<file path="config.mk">
export PLATFORM = sky130hd
export DESIGN_NAME = hbbls_port
export DESIGN_NICKNAME = d
export VERILOG_FILES = /design/src/design/hbbls_pkg.sv /design/src/design/hbbls_lane_if.sv /design/src/design/hbbls_lane_map.sv /design/src/design/hbbls_port.sv
export SDC_FILE = /design/constraint.sdc
export NUM_CORES = 1
export LEC_CHECK = 0
export BUFFER_PORTS_ARGS = -buffer_cell sky130_fd_sc_hd__buf_4
export CAP_MARGIN = 20
export CORE_ASPECT_RATIO = 1.1
export CORE_MARGIN = 2
export CORE_UTILIZATION = 51
export DETAILED_ROUTE_END_ITERATION = 16
export GPL_TIMING_DRIVEN = 0
export PLACE_DENSITY = 0.8
export SETUP_SLACK_MARGIN = 0.15
export SLEW_MARGIN = 40
export SYNTH_ARGS = -nofsm -noshare
export SYNTH_HDL_FRONTEND = slang
export SYNTH_HIERARCHICAL = 1
export SYNTH_SLANG_ARGS = --single-unit
export TNS_END_PERCENT = 1
</file>
<file path="constraint.sdc">
create_clock -name clk_sys -period 4.2 [get_ports clk_sys]
set_input_delay 0.63 -clock clk_sys [delete_from_list [all_inputs] [get_ports clk_sys]]
set_output_delay 0.63 -clock clk_sys [all_outputs]
set_load 0.03 [all_outputs]
</file>
<file path="src/design/hbbls_pkg.sv">
// Shared constants and types for the host bus byte lane steering block.
// Assumes one 100 MHz system clock and host pins sampled synchronously to it.
package hbbls_pkg;
	localparam int ADDR_W = 6;
	localparam int OFF_W = 5;
	localparam int DATA_W = 16;
	localparam int BYTE_W = 8;
	localparam logic [OFF_W-1:0] OFF_DATA_PORT = 5'h10;
	localparam logic [OFF_W-1:0] OFF_UNUSED = 5'h11;
	localparam logic [OFF_W-1:0] OFF_HALF_WORD = 5'h1E;
	localparam logic [OFF_W-1:0] OFF_DEV_RESET = 5'h1F;
	localparam logic [DATA_W-1:0] BUS_RST = 16'h0000;
	localparam logic [ADDR_W-1:0] ADDR_RST = 6'h00;
	localparam logic [OFF_W-1:0] OFF_RST = 5'h00;
	localparam logic [BYTE_W-1:0] BYTE_RST = 8'h00;
	localparam logic [BYTE_W-1:0] BYTE_UNDEF = 8'h00;
	typedef enum logic [1:0] {
		HBBLS_MODE_ISA,
		HBBLS_MODE_PROC16,
		HBBLS_MODE_MCU8
	} hbbls_mode_t;
	typedef enum logic [1:0] {
		HBBLS_ST_IDLE,
		HBBLS_ST_READ,
		HBBLS_ST_WRITE
	} hbbls_state_t;
endpackage

</file>
<file path="src/design/hbbls_lane_if.sv">
// Carrier between the port core and the lane map.
// Assumes purely combinational use inside one clock domain.
`timescale 1ns/100ps
interface hbbls_lane_if;
	hbbls_pkg::hbbls_mode_t mode;
	logic [hbbls_pkg::ADDR_W-1:0] addr;
	logic [hbbls_pkg::DATA_W-1:0] wr_data;
	logic [hbbls_pkg::OFF_W-1:0] lo_off;
	logic [hbbls_pkg::OFF_W-1:0] hi_off;
	logic [hbbls_pkg::OFF_W-1:0] wr_off;
	logic [hbbls_pkg::BYTE_W-1:0] wr_byte;
	logic is_dp;
	logic is_reset_off;
	logic is_unused;
	logic hi_undef;
	modport core (
		output mode,
		output addr,
		output wr_data,
		input lo_off,
		input hi_off,
		input wr_off,
		input wr_byte,
		input is_dp,
		input is_reset_off,
		input is_unused,
		input hi_undef
	);
	modport map (
		input mode,
		input addr,
		input wr_data,
		output lo_off,
		output hi_off,
		output wr_off,
		output wr_byte,
		output is_dp,
		output is_reset_off,
		output is_unused,
		output hi_undef
	);
endinterface

</file>
<file path="src/design/hbbls_lane_map.sv">
// Combinational byte lane steering from host address to register offsets.
// Assumes mode and address are stable while they are used.
`timescale 1ns/100ps
module hbbls_lane_map (
	hbbls_lane_if.map lm
);
	import hbbls_pkg::*;
	logic proc;
	logic odd;
	always_comb begin
		proc = (lm.mode == HBBLS_MODE_PROC16);
		odd = lm.addr[0];
		// Even pairs N,N+1
		lm.lo_off = lm.addr[OFF_W-1:0];
		// Word aligned pair
		if (proc) begin
			lm.lo_off = {lm.addr[OFF_W-1:1], 1'b0};
		end
		// Odd reads give N itself in ISA mode, and N|1 is N there
		lm.hi_off = {lm.addr[OFF_W-1:1], 1'b1};
		lm.wr_off = lm.addr[OFF_W-1:0];
		// Odd write high lane
		lm.wr_byte = (proc && odd) ? lm.wr_data[DATA_W-1:BYTE_W] : lm.wr_data[BYTE_W-1:0];
		// Burst window decode
		lm.is_dp = lm.addr[ADDR_W-1] || (lm.addr[OFF_W-1:0] == OFF_DATA_PORT);
		lm.is_reset_off = !lm.addr[ADDR_W-1] && (lm.addr[OFF_W-1:0] == OFF_DEV_RESET);
		// Unused and half offsets
		lm.is_unused = !lm.addr[ADDR_W-1] && (lm.addr[OFF_W-1:0] == OFF_UNUSED);
		lm.hi_undef = !lm.addr[ADDR_W-1] && (lm.addr[OFF_W-1:0] == OFF_HALF_WORD);
	end
endmodule

</file>
<file path="src/design/hbbls_port.sv">
// Host parallel port: strobe handling, strap mode select and register steering.
// Assumes host pins synchronous to clk_sys and register data valid combinationally.
//
// Overview of operation
// Host address 0..5, enable, 16-bit data and strobes wire straight in.
// No strap pull-ups selects ISA-like mode.
// ISA reads: even gives N and N+1, odd gives N twice; writes low byte.
// Only clock strap pulled up selects 16-bit processor mode.
// Processor mode reads word pair; even writes low lane, odd writes high.
// Reading offset 1Fh resets the device; writing it only stores.
// Offset 10h is data port, 11h unused, high byte of 1Eh undefined.
// Both straps pulled up selects 8-bit microcontroller mode.
// Address bit 5 high opens the burst data window for word reads.
// Offset 10h is the packet data port to buffer memory.
`timescale 1ns/100ps
module hbbls_port (
	input wire logic clk_sys,
	input wire logic arst_n,
	input wire logic host_addr_bit0_in,
	input wire logic [3:0] host_addr_mid,
	input wire logic addr_bit5_burst_window_select,
	input wire logic address_enable_in,
	input wire logic [hbbls_pkg::DATA_W-1:0] host_data_bus_in,
	output logic [hbbls_pkg::DATA_W-1:0] host_data_bus_out,
	output logic host_data_bus_oe,
	input wire logic read_strobe_n,
	input wire logic write_strobe_n,
	input wire logic eeprom_select_strap_pin,
	input wire logic eeprom_clock_strap_pin,
	output hbbls_pkg::hbbls_mode_t bus_mode,
	output logic [hbbls_pkg::OFF_W-1:0] csr_lo_addr,
	output logic [hbbls_pkg::OFF_W-1:0] csr_hi_addr,
	input wire logic [hbbls_pkg::BYTE_W-1:0] csr_lo_data,
	input wire logic [hbbls_pkg::BYTE_W-1:0] csr_hi_data,
	output logic csr_wr_en,
	output logic [hbbls_pkg::OFF_W-1:0] csr_wr_addr,
	output logic [hbbls_pkg::BYTE_W-1:0] csr_wr_data,
	output logic dp_rd_next,
	input wire logic [hbbls_pkg::DATA_W-1:0] dp_rd_data,
	output logic dp_wr,
	output logic [hbbls_pkg::DATA_W-1:0] dp_wr_data,
	output logic device_reset
);
	import hbbls_pkg::*;

	typedef struct packed {
		hbbls_state_t st;
		hbbls_mode_t mode;
		logic mode_valid;
		logic [ADDR_W-1:0] addr_q;
		logic [DATA_W-1:0] wdata_q;
		logic [DATA_W-1:0] bus_out;
		logic bus_oe;
		logic wr_en;
		logic [OFF_W-1:0] wr_addr;
		logic [BYTE_W-1:0] wr_data;
		logic dp_next;
		logic dp_we;
		logic [DATA_W-1:0] dp_wdata;
		logic dev_rst;
	} hbbls_state_s_t;

	hbbls_state_s_t s;
	hbbls_state_s_t next_s;
	hbbls_lane_if lane ();
	logic [ADDR_W-1:0] addr_now;
	logic sel;
	logic rd_req;
	logic wr_req;

	hbbls_lane_map u_map (
		.lm(lane)
	);

	// Six address inputs
	assign addr_now = {addr_bit5_burst_window_select, host_addr_mid, host_addr_bit0_in};
	// Enable low qualifies a cycle, so DMA cycles on an ISA bus are ignored
	assign sel = !address_enable_in && s.mode_valid;
	assign rd_req = sel && !read_strobe_n;
	assign wr_req = sel && !write_strobe_n;

	// Writes are steered from the captured address, reads from the live one
	assign lane.mode = s.mode;
	assign lane.addr = (s.st == HBBLS_ST_WRITE) ? s.addr_q : addr_now;
	assign lane.wr_data = s.wdata_q;

	assign csr_lo_addr = lane.lo_off;
	assign csr_hi_addr = lane.hi_off;
	assign bus_mode = s.mode;
	assign host_data_bus_out = s.bus_out;
	assign host_data_bus_oe = s.bus_oe;
	assign csr_wr_en = s.wr_en;
	assign csr_wr_addr = s.wr_addr;
	assign csr_wr_data = s.wr_data;
	assign dp_rd_next = s.dp_next;
	assign dp_wr = s.dp_we;
	assign dp_wr_data = s.dp_wdata;
	assign device_reset = s.dev_rst;

	always_comb begin
		next_s = s;
		next_s.wr_en = 1'b0;
		next_s.dp_next = 1'b0;
		next_s.dp_we = 1'b0;
		next_s.dev_rst = 1'b0;
		// Straps are caught by the first edge after reset release
		if (!s.mode_valid) begin
			next_s.mode_valid = 1'b1;
			case ({eeprom_select_strap_pin, eeprom_clock_strap_pin})
				// Clock strap only
				2'b01: next_s.mode = HBBLS_MODE_PROC16;
				// Both straps
				2'b11: next_s.mode = HBBLS_MODE_MCU8;
				// No pull-ups
				default: next_s.mode = HBBLS_MODE_ISA;
			endcase
		end
		// Read data is registered every cycle from the combinational register inputs
		next_s.bus_out[BYTE_W-1:0] = csr_lo_data;
		next_s.bus_out[DATA_W-1:BYTE_W] = csr_hi_data;
		// Data port word
		if (lane.is_dp) begin
			next_s.bus_out = dp_rd_data;
		end
		// Undefined lanes read zero
		if (lane.is_unused) begin
			next_s.bus_out = {BYTE_UNDEF, BYTE_UNDEF};
		end
		if (lane.hi_undef) begin
			next_s.bus_out[DATA_W-1:BYTE_W] = BYTE_UNDEF;
		end
		case (s.st)
			HBBLS_ST_IDLE: begin
				next_s.bus_oe = 1'b0;
				if (rd_req) begin
					next_s.st = HBBLS_ST_READ;
					next_s.bus_oe = 1'b1;
					next_s.addr_q = addr_now;
					// Read resets device
					next_s.dev_rst = lane.is_reset_off;
				end else if (wr_req) begin
					next_s.st = HBBLS_ST_WRITE;
					next_s.addr_q = addr_now;
					next_s.wdata_q = host_data_bus_in;
				end
			end
			HBBLS_ST_READ: begin
				next_s.addr_q = addr_now;
				if (!rd_req) begin
					next_s.st = HBBLS_ST_IDLE;
					next_s.bus_oe = 1'b0;
					// Data port pointer advances as the word is released, and on a burst address change while the strobe is held
					next_s.dp_next = (s.addr_q[ADDR_W-1] || (s.addr_q[OFF_W-1:0] == OFF_DATA_PORT));
				end else if (addr_now != s.addr_q && s.addr_q[ADDR_W-1] && addr_now[ADDR_W-1]) begin
					// Burst word advance
					next_s.dp_next = 1'b1;
				end
			end
			HBBLS_ST_WRITE: begin
				if (wr_req) begin
					next_s.wdata_q = host_data_bus_in;
				end else begin
					next_s.st = HBBLS_ST_IDLE;
					if (lane.is_dp) begin
						// Data port write
						next_s.dp_we = 1'b1;
						next_s.dp_wdata = s.wdata_q;
					end else if (!lane.is_unused) begin
						// Write only stores
						next_s.wr_en = 1'b1;
						next_s.wr_addr = lane.wr_off;
						// Single lane write
						next_s.wr_data = lane.wr_byte;
					end
				end
			end
			default: begin
				next_s.st = HBBLS_ST_IDLE;
				next_s.bus_oe = 1'b0;
			end
		endcase
	end

	always_ff @(posedge clk_sys or negedge arst_n) begin
		if (!arst_n) begin
			s.st <= HBBLS_ST_IDLE;
			s.mode <= HBBLS_MODE_ISA;
			s.mode_valid <= 1'b0;
			s.addr_q <= ADDR_RST;
			s.wdata_q <= BUS_RST;
			s.bus_out <= BUS_RST;
			s.bus_oe <= 1'b0;
			s.wr_en <= 1'b0;
			s.wr_addr <= OFF_RST;
			s.wr_data <= BYTE_RST;
			s.dp_next <= 1'b0;
			s.dp_we <= 1'b0;
			s.dp_wdata <= BUS_RST;
			s.dev_rst <= 1'b0;
		end else begin
			s <= next_s;
		end
	end
endmodule

</file>
Word-level counts from Yosys, hierarchy flattened:

Cells that the tools add are included.

* flip-flop bits (word level): 77
* bits in latches: 0
* bits in writable memories: 0
* ROM bits: 0
* input port bits: 61
* logic and storage cells: 92
* memories: 0

* add/sub/neg operators: 0
* multiply operators: 0
* divide/modulo/power cells: 0
* magnitude comparators: 0
* equal/unequal tests: 17
* shift operators: 0
* multiplexer cells: 33
* bitwise logic cells: 4
* reductions and logical operators: 24

Operators with widths (count)
* $mux W16: 4
* $mux W14: 4
* $mux W17: 3
* $pmux W16 S2: 1
* $eq A5 B5 Y1 const B: 5
* $mux W22: 1
* $mux W8: 2
* $mux W6: 2
* $pmux W6 S2: 1
* $ne A2 B2 Y1 const B: 5
* $logic_and A1 B1 Y1: 9
* $mux W1: 8
* $mux W2: 4
* $reduce_and A4 Y1: 2
* $eq A2 B1 Y1 const B: 3
* $ne A6 B6 Y1: 1
* $pmux W2 S3: 1
* $reduce_and A3 Y1: 2
* $eq A2 B2 Y1 const B: 2
* $logic_not A1 Y1: 4
* $not A1 Y1: 4
* $pmux W2 S2: 1
* $reduce_and A2 Y1: 2
* $reduce_bool A2 Y1: 2
* 4 further kinds: 5

Logic depth before layout (Yosys ltp):

Gate-level depths: netlist of run 1.

* depth in word-level cells: 8
* gate-level depth with buffers: 10
* gate-level depth less buffers: 7

By module:

Netlist of run 1, hierarchy kept.

Modules (own cells, without submodules)
* hbbls_port: instances 1, cells each 259, area each 3460.8 um^2, sequential area each 1926.8 um^2
* hbbls_lane_map: instances 1, cells each 34, area each 276.5 um^2, sequential area each 0.0 um^2

Worst setup path after synthesis of run 1:

OpenSTA, ideal clock, no wires.

* kind: flip-flop to flip-flop
* start point: reg s[75] (netlist bit)
* end point: reg s, in the netlist dp_wr_data[0]
* library setup time: 0.125 ns
* arrival time: 2.777 ns
* path slack: 1.298 ns
* cell stages (with the launch flop): 11
* buffers on the path: 3
* clock period less this slack: 2.902 ns
* cell sequence: dfrtp_1 and2b_1 buf_6 mux2_2 nor3_1 a31o_2 clkbuf_1 nand2_1 nor2_2 buf_2 mux2_2

* cells in the longest elaborated chain, start to end: 5

Ends and longest elaborated chain
* from (decl): RTL line hbbls_port.sv:63 `hbbls_state_s_t s;`
* from (signal assigned): RTL line hbbls_port.sv:201 `s <= next_s;`
* $eq A2 B2 Y1: RTL line hbbls_port.sv:84 `assign lane.addr = (s.st == HBBLS_ST_WRITE) ? s.addr_q : addr_now;`
* $mux W6: RTL line hbbls_port.sv:84
* named net lane.addr (one bit): RTL line hbbls_lane_if.sv:6 `logic [hbbls_pkg::ADDR_W-1:0] addr;`
* $eq A5 B5 Y1: RTL line hbbls_lane_map.sv:25 `lm.is_dp = lm.addr[ADDR_W-1] || (lm.addr[OFF_W-1:0] == OFF_DATA_PORT);`
* $logic_or A1 B1 Y1: RTL line hbbls_lane_map.sv:25
* named net lane.is_dp: RTL line hbbls_lane_if.sv:12 `logic is_dp;`
* $reduce_and A3 Y1 (no source line)

The timed path passes the listed nets, and every way through them passes these cells.
A chain may end at the register's enable or synchronous reset.

Worst setup path in the final report of run 1:

* start point: reg s[75] (netlist bit)
* end point: reg s, in the netlist dp_wr_data[2]

Same word-level chain as after synthesis.

==> flow_summary.json, run 1 <==
{
  "status": "finished, final reports clean",
  "seq_area_frac_synth_pct": 51.6,
  "rr_endpoint": "dp_wr_data[2]",
  "worstPathRequired_ns": 4.42,
  "grt_overflow_total": 0,
  "fin_skew_ns": 0.0106,
  "grt_pass1_wl_um": 12000,
  "max_slew.worst_pin.slew_ns": 0.706,
  "finalSetupViolations": 0,
  "die_w_um": 85.6,
  "route.final.wire_length_um": 7320,
  "area_growth_syn_to_layout_pct": 33.2,
  "yosysMostFrequentCell": "dfrtp_1",
  "cp_top_family": "simple AND/OR/NAND/NOR gates",
  "synth_cell_types": 32,
  "cp-startpoint": "s[75]",
  "finalCritPeriodShare_pct": 84.0,
  "dieArea_um2": 8030,
  "r2r_start": "s[75]",
  "cp_slowest_stage_delay_ns": 0.46,
  "critPathCaptureType": "register",
  "clock_sinks": 77,
  "cts_buffers": 9,
  "async_flop_share_pct": 100,
  "slowest_stage": "dfrtp_1",
  "start_kind": "register",
  "tritoncts": "built",
  "fmax_ghz": 0.284,
  "grt_max_degree": 78,
  "hold_viol_final": 0,
  "totalNegativeSetupSlack_ns": 0,
  "post_drt_via_cell_ratio": 4.80,
  "wl_met2_um": 3710,
  "drive_above_1_share_pct": 63.9,
  "n_fill_cell": 525,
  "rsz0062_at_grt": "false",
  "cts_setup_buffers": 0,
  "relSlewSlack_pct": 52.9,
  "antenna_found_initial": 0,
  "drv_cap": 0,
  "syn_nets": 354,
  "cts_max_path_buffers": 2,
  "root_buffer": "clkbuf_8",
  "utilization_pct": 70.6,
  "synth_edf_count": 0,
  "worstHoldPathType": "in2async",
  "routed-wl-met3_um": 523,
  "ctsHtreeMaxLevel": 3,
  "cp_common_cell": "mux2_2",
  "path_class": "reg2reg",
  "ir_drop_uv": 348,
  "die_y_um": 93.8,
  "synth-main-ff-cell": "dfrtp_1",
  "final-max-slew-violation-count": 0,
  "synth_common_cells": "77 x dfrtp_1, 62 x buf_4, 56 x mux2_2, 18 x nor2_1, 16 x mux2i_1",
  "critPathArrivalTime_ns": 3.75,
  "fin_crit_ns": 3.53,
  "routedWlPerCell_um": 14.2,
  "synth_top_area_share_pct": 51.6,
  "grt_pass1_vias": 2566,
  "initial_core_util_pct": 53.0,
  "synth_largest_area_cell": "dfrtp_1",
  "track_usage_pct": 19.5,
  "ant_nets": 0,
  "regArea_um2": 1930,
  "cp_max_fo": 10,
  "num_vias": 2466,
  "path_buf_inv": 3,
  "cts_resized": 0,
  "syn_inst": 293,
  "topRoutingLayerUsed": "met4",
  "drtIter0Drc": 100,
  "ff2ff_setup_slack_ns": 0.67,
  "coreArea_um2": 7050,
  "avgSynthCellArea_um2": 12.8,
  "clk_latency_ns": 0.34,
  "power_density_nw_per_um2": 497,
  "p_leak_nw": 2.57,
  "fp-row-count": 32,
  "synth_area_um2": 3740,
  "numPortBuffers": 121,
  "gp_congestion": 0.807,
  "worstRegToRegCells": 10,
  "multiInputGateArea_um2": 1290,
  "dp_hpwl_um": 5490,
  "io_pins": 123,
  "drc": 0,
  "dr.pass1.iters": 5,
  "postCtsHoldBufs": 0,
  "nets": 486,
  "diodes": 0,
  "clk_pin_slew_worst_paths_ns": 0.08,
  "crit_chain": "and2b_1 > buf_6 > mux2_2 > nor3_1 > a31o_2 > clkbuf_1 > nand2_1 > nor2_2 > buf_2 > mux2_2",
  "crit_cells": 10,
  "ys_seq_elements": 77,
  "ys.warnings.count": 6,
  "crit_end": "dp_wr_data[2]",
  "yosys-top-cells-area": "dfrtp_1 52%, mux2_2 17%, buf_4 12%, mux2i_1 4.3%, mux2_4 3.6%",
  "met1_length_um": 2990
}
-- per-layer routing --
layer  global-route usage (%)  vias up
met3                     5.45        7
li1                         -     1197
met4                     8.86        0
met5                        0        -
met2                     32.6       93
met1                     23.5     1169
-- state kept, by name, indices dropped and copies added (netlist names) --
register and cells:
dp_wr 1, device_reset 1, dp_rd_next 1, csr_wr_data 8
dp_wr_data 16, host_data_bus_oe 1, csr_wr_en 1, bus_mode 2
csr_wr_addr 5, s 9, lane.wr_data 16, host_data_bus_out 16
-- report_power, final --
part	switching [W]	total (W)	internal, W
Combinational	0.000412	0.000885	0.000473
Clock	0.000264	0.000595	0.000331
Sequential	0.0000967	0.000994	0.000897
Total	0.000773	0.00247	0.00170
-- how the worst min path moves through the flow --
stage	from	to	slack (ns)	cells after the start
2_1_floorplan	arst_n	bus_mode[0]	0.33	0
3_3_place_gp	host_data_bus_oe	host_data_bus_oe	0.49	2
3_5_place_dp	csr_wr_data[3]	csr_wr_data[3]	0.49	1
4_1_cts	arst_n	csr_wr_en	0.33	1
5_1_grt	arst_n	csr_wr_en	0.34	1
6_report	arst_n	csr_wr_en	0.28	1
-- cells by family after synthesis --
family / synth area share [%]
mux: 24.8
flops: 51.6
buf+inv: 14.2
simple gates: 6.50
compound gates: 1.64
xor+xnor: 1.17
other cells: 0.201
-- worst register-to-register path, cell delays in order, from the launching register on --
cell	delay [ns]
dfrtp_1	0.46
and2b_1	0.24
buf_6	0.14
mux2_2	0.39
nor3_1	0.27
a31o_2	0.18
clkbuf_1	0.43
nand2_1	0.13
nor2_2	0.44
buf_2	0.36
mux2_2	0.37
-- cells in the final DEF (no fill, tap or decap), types with 4 or more instances in the layout --
cell	netlist	final
buf_4	62	182
dfrtp_1	77	77
mux2_2	56	56
nor2_1	18	18
mux2i_1	16	16
mux2_4	9	9
clkbuf_8	0	9
nand2_1	6	6
clkbuf_1	4	4
a21oi_1	4	4
xnor2_1	4	4
nor3_1	4	4
-- cell type report --
| type | instances | area share [%] |
|---|---|---|
| multi-input cells | 142 | 25.9 |
| inverters | 3 | 0.226 |
| well taps | 85 | 2.14 |
| clock inverters | 6 | 1.78 |
| plain buffers | 71 | 10.4 |
| clock buffers | 9 | 2.49 |
| flip-flops and latches | 77 | 38.7 |
| repair buffers | 121 | 18.3 |
-- metrics by stage --
step                      power (W)  instances  setup WS, ns  hold WS (ns)  instance area, um^2
final                       0.00247        514         0.673         0.282                 4980
after global routing        0.00260        514         0.462         0.344                 4980
after CTS                   0.00250        514         0.642         0.328                 4980
after detailed placement    0.00190        499         0.664         0.495                 4760
after global placement      0.00188        499         0.791         0.491                 4750
after floorplan             0.00160        293          1.30         0.334                 3740
No activity file was read; power rests on OpenSTA's default activity.
==> run 2: changes to the inputs <==
==> constraint.sdc (replaced) <==
create_clock -name clk_sys -period 3.5 [get_ports clk_sys]
set_input_delay 0.525 -clock clk_sys [delete_from_list [all_inputs] [get_ports clk_sys]]
set_output_delay 0.525 -clock clk_sys [all_outputs]
set_load 0.03 [all_outputs]
==> flow_summary.json, run 2 (same netlist as run 1, synthesis figures left out) <==
{
  "ctsHtreeMaxLevel": 3,
  "critPathCaptureType": "register",
  "fmax_ghz": 0.323,
  "p_clk_share_pct": 24.1,
  "tritoncts": "built",
  "routedWlPerCell_um": 14.2,
  "fin_crit_ns": 3.10,
  "comb_power_share_pct": 35.7,
  "switching_share_pct": 31.3,
  "grt_max_degree": 78,
  "max_slew.worst_pin.slew_ns": 0.689,
  "cp-startpoint": "s[75]",
  "cp_max_fo": 10,
  "fp-row-count": 32,
  "track_usage_pct": 19.5,
  "path_class": "reg2reg",
  "drtIter0Drc": 95,
  "power_density_nw_per_um2": 597,
  "layout_commonest_cell": "buf_4",
  "num_vias": 2473,
  "n_fill_cell": 525,
  "mostFrequentLayoutCells": "182 x buf_4, 77 x dfrtp_1, 56 x mux2_2, 18 x nor2_1, 16 x mux2i_1",
  "drv_cap": 0,
  "worstPathRequired_ns": 3.72,
  "io_pins": 123,
  "clock_sinks": 77,
  "numPortBuffers": 121,
  "grt_pass1_wl_um": 12000,
  "p_int_w": 0.00204,
  "finalCritPeriodShare_pct": 88.6,
  "clk_pin_slew_worst_paths_ns": 0.08,
  "die_w_um": 85.6,
  "dr.pass1.iters": 4,
  "antenna_found_initial": 0,
  "nets": 485,
  "regArea_um2": 1930,
  "total_switching_power_w": 0.000928,
  "ant_nets": 0,
  "finalPower_w": 0.00297,
  "diodes": 0,
  "drc": 0,
  "cts_max_path_buffers": 2,
  "relSlewSlack_pct": 54.0,
  "ir_drop_uv": 418,
  "root_buffer": "clkbuf_8",
  "postCtsHoldBufs": 0,
  "coreArea_um2": 7050,
  "critPathArrivalTime_ns": 3.32,
  "post_drt_via_cell_ratio": 4.82,
  "grt_pass1_vias": 2566,
  "dieArea_um2": 8030,
  "gp_congestion": 0.807,
  "p_leak_nw": 2.57,
  "area_growth_syn_to_layout_pct": 33.2,
  "clk_latency_ns": 0.34,
  "cts_setup_buffers": 0,
  "route.final.wire_length_um": 7310,
  "finalSetupViolations": 0,
  "totalNegativeSetupSlack_ns": 0,
  "grt_overflow_total": 0,
  "fin_skew_ns": 0.0128,
  "hold_viol_final": 0,
  "worstHoldPathType": "in2async",
  "rsz0062_at_grt": "false",
  "cts_buffers": 9,
  "cts_resized": 1,
  "multiInputGateArea_um2": 1290,
  "drive_above_1_share_pct": 64.0,
  "final-max-slew-violation-count": 0,
  "r2r_start": "s[75]",
  "die_y_um": 93.8,
  "power_frac_seq_pct": 40.2,
  "dp_hpwl_um": 5490,
  "initial_core_util_pct": 53.0,
  "status": "finished, final reports clean",
  "start_kind": "register"
}
==> run 2: cell count changes in the layout (fill, tap and decap cells not counted), sizes merged <==
cell	before	now
clkbuf	13	12
==> run 2: cell type report <==
type,instances,area share [%]
clock buffer,9,2.49
sequential,77,38.7
tap,85,2.14
inverter,3,0.226
multi-input combinational,142,26.0
clock inverter,6,1.78
buffer,70,10.3
timing repair buffer,121,18.3
==> run 2: per-stage QoR <==
| step | worst slack, ns | cell area [um^2] | std cells | utilization [%] | hold slack, ns |
|---|---|---|---|---|---|
| after floorplan | 0.598 | 3740 | 293 | - | 0.229 |
| after global placement | 0.0910 | 4750 | 499 | 67.4 | 0.491 |
| after detailed placement | -0.0364 | 4760 | 499 | 67.6 | 0.495 |
| after CTS | 0.385 | 4980 | 513 | 70.6 | 0.223 |
| after global routing | 0.225 | 4980 | 513 | 70.6 | 0.239 |
| final | 0.401 | 4980 | 513 | 70.6 | 0.192 |
==> run 2: critical path, cell delays in order, from the launching register on <==
cell	delay [ns]
dfrtp_1	0.45
and2b_1	0.24
buf_6	0.14
mux2_2	0.39
nor3_1	0.27
a31o_2	0.36
nand2_1	0.14
nor2_4	0.28
buf_2	0.32
mux2_2	0.37
==> run 2: path summary, 6_finish.rpt <==
check	depth (start not counted)	endpoint	slack, ns
setup / recovery	9	dp_wr_data[2]	0.40
hold / removal	1	csr_wr_en	0.19
setup reg to reg	9	dp_wr_data[2]	0.40
hold reg to reg	1	csr_wr_data[3]	0.51
max in group asynchronous	1	s[70]	2.82
min in group clk_sys	2	lane.wr_data[14]	0.41
==> run 2: power groups by stage <==
stage / clock, W / sequential (W) / combinational, W
finish: 0.000716 / 0.00119 / 0.00106
global route: 0.000771 / 0.00122 / 0.00113
CTS: 0.000734 / 0.00119 / 0.00108
detailed placement: 0 / 0.00121 / 0.00107
global placement: 0 / 0.00120 / 0.00105
floorplan: 0 / 0.00117 / 0.000749
==> run 2: per-layer routing <==
metal  wire [um]  vias to the layer above  GRT usage, %  share of wire, %
met5           0                        -             0                 0
met4         133                        0          8.86               1.8
met3         526                        9          5.45               7.2
met2        3680                       89          32.6                50
met1        2970                     1179          23.5                41
li1            -                     1196             -                 -
==> run 3: changes to the inputs <==
--- a/config.mk
+++ b/config.mk
@@ -6,13 +6,12 @@
 export NUM_CORES = 1
 export LEC_CHECK = 0
 export BUFFER_PORTS_ARGS = -buffer_cell sky130_fd_sc_hd__buf_4
-export CAP_MARGIN = 20
 export CORE_ASPECT_RATIO = 1.1
 export CORE_MARGIN = 2
 export CORE_UTILIZATION = 51
 export DETAILED_ROUTE_END_ITERATION = 16
 export GPL_TIMING_DRIVEN = 0
-export PLACE_DENSITY = 0.8
+export PLACE_DENSITY = 0.9
 export SETUP_SLACK_MARGIN = 0.15
 export SLEW_MARGIN = 40
 export SYNTH_ARGS = -nofsm -noshare
==> flow_summary.json, run 3 (same netlist as run 1, synthesis figures left out) <==
{
  "ir_drop_uv": 423,
  "slowest_stage": "dfrtp_1",
  "fin_skew_ns": 0.0116,
  "critPathArrivalTime_ns": 3.29,
  "io_pins": 123,
  "grt_pass1_wl_um": 12500,
  "path_class": "reg2reg",
  "routedWlPerCell_um": 14.8,
  "diodes": 0,
  "clk_pin_slew_worst_paths_ns": 0.08,
  "utilization_pct": 70.6,
  "ctsHtreeMaxLevel": 3,
  "worstPathRequired_ns": 3.73,
  "dr.pass1.iters": 4,
  "cp_max_fo": 10,
  "cts_setup_buffers": 0,
  "final_cells": 514,
  "layout_commonest_cell": "buf_4",
  "rsz0062_at_grt": "false",
  "ant_nets": 0,
  "clk_latency_ns": 0.35,
  "finalSetupViolations": 0,
  "drive_above_1_share_pct": 64.1,
  "route.final.wire_length_um": 7630,
  "cts_buffers": 9,
  "grt_pass1_vias": 2629,
  "grt_max_degree": 78,
  "finalPower_w": 0.00296,
  "critPathCaptureType": "register",
  "n_fill_cell": 502,
  "tritoncts": "built",
  "cp_top_family": "simple AND/OR/NAND/NOR gates",
  "gp_congestion": 0.840,
  "die_w_um": 85.6,
  "mostFrequentLayoutCells": "182 x buf_4, 77 x dfrtp_1, 56 x mux2_2, 18 x nor2_1, 16 x mux2i_1",
  "cp_common_cell": "mux2_2",
  "coreArea_um2": 7050,
  "die_y_um": 93.8,
  "initial_core_util_pct": 53.0,
  "root_buffer": "clkbuf_8",
  "dieArea_um2": 8030,
  "area_growth_syn_to_layout_pct": 33.0,
  "antenna_found_initial": 0,
  "worstHoldPathType": "in2async",
  "grt_overflow_total": 0,
  "relSlewSlack_pct": 53.6,
  "post_drt_via_cell_ratio": 4.87,
  "track_usage_pct": 20.1,
  "dp_hpwl_um": 5720,
  "fmax_ghz": 0.326,
  "numPortBuffers": 121,
  "start_kind": "register",
  "p_leak_nw": 2.57,
  "status": "finished, final reports clean",
  "drv_cap": 0,
  "cp_slowest_stage_delay_ns": 0.45,
  "clock_sinks": 77,
  "path_buf_inv": 2,
  "postCtsHoldBufs": 0,
  "dpl_cell_area_um2": 4760,
  "dp.cells": 499,
  "drc": 0,
  "regArea_um2": 1930,
  "finalCritPeriodShare_pct": 87.6,
  "nets": 485,
  "num_vias": 2503,
  "hold_viol_final": 0,
  "fp-row-count": 32,
  "fin_crit_ns": 3.06,
  "cts_max_path_buffers": 2,
  "drtIter0Drc": 87,
  "fin_area_um2": 4970,
  "multiInputGateArea_um2": 1290,
  "crit_chain": "and2b_1 > buf_6 > mux2_2 > nor3_1 > a31o_2 > nand2_1 > nor2_4 > buf_2 > mux2_2",
  "totalNegativeSetupSlack_ns": 0,
  "final-max-slew-violation-count": 0,
  "power_density_nw_per_um2": 595,
  "max_slew.worst_pin.slew_ns": 0.695
}
## run 3: changes by cell type in the layout (fill, tap and decap cells not counted), sizes merged
cell    previous run  this run
bufinv             2         1
clkinv             2         1
inv                3         6
## run 3: per-layer routing
layer | routed length [um] | global-route usage [%]
met5 | 0 | 0
met4 | 122 | 8.33
met3 | 558 | 4.57
met2 | 3970 | 35.1
met1 | 2980 | 23.8
## run 3: report_power, final
group          total, W  leakage [nW]  internal [W]  switching (W)
Clock          0.000689        0.0984      0.000340       0.000349
Combinational   0.00107          1.51      0.000568       0.000504
Sequential      0.00120         0.957       0.00108       0.000122
Total           0.00296          2.57       0.00199       0.000974
## run 3: path summary, 6_finish.rpt
path | to | slack [ns] | depth (start not counted) | from
setup / recovery | dp_wr_data[6] | 0.44 | 9 | s[75]
hold / removal | csr_wr_data[7] | 0.19 | 1 | arst_n
setup reg to reg | dp_wr_data[6] | 0.44 | 9 | s[75]
hold reg to reg | csr_wr_data[1] | 0.51 | 1 | csr_wr_data[1]
max in group asynchronous | bus_mode[1] | 2.82 | 1 | arst_n
min in group clk_sys | lane.wr_data[8] | 0.40 | 2 | host_data_bus_in[8]
## run 3: final cells by class
class / count / share of cell area, %
sequential: 77 / 38.8
clock buffer: 9 / 2.49
inverter: 3 / 0.226
timing repair buffer: 121 / 18.3
clock inverter: 7 / 1.66
buffer: 70 / 10.3
tap: 85 / 2.14
multi-input combinational: 142 / 26.0
## run 3: what timing repair did
item | CTS | global route
cloned | 0 | 0
endpoints found under the setup margin | 9 | 9
gates resized for setup | 0 | 1
## run 3: per-stage QoR
stage	setup slack, ns	hold slack [ns]
after floorplan	0.598	0.229
after global placement	0.0899	0.491
after detailed placement	0.0184	0.497
after CTS	0.305	0.217
after global routing	0.270	0.256
final	0.436	0.190
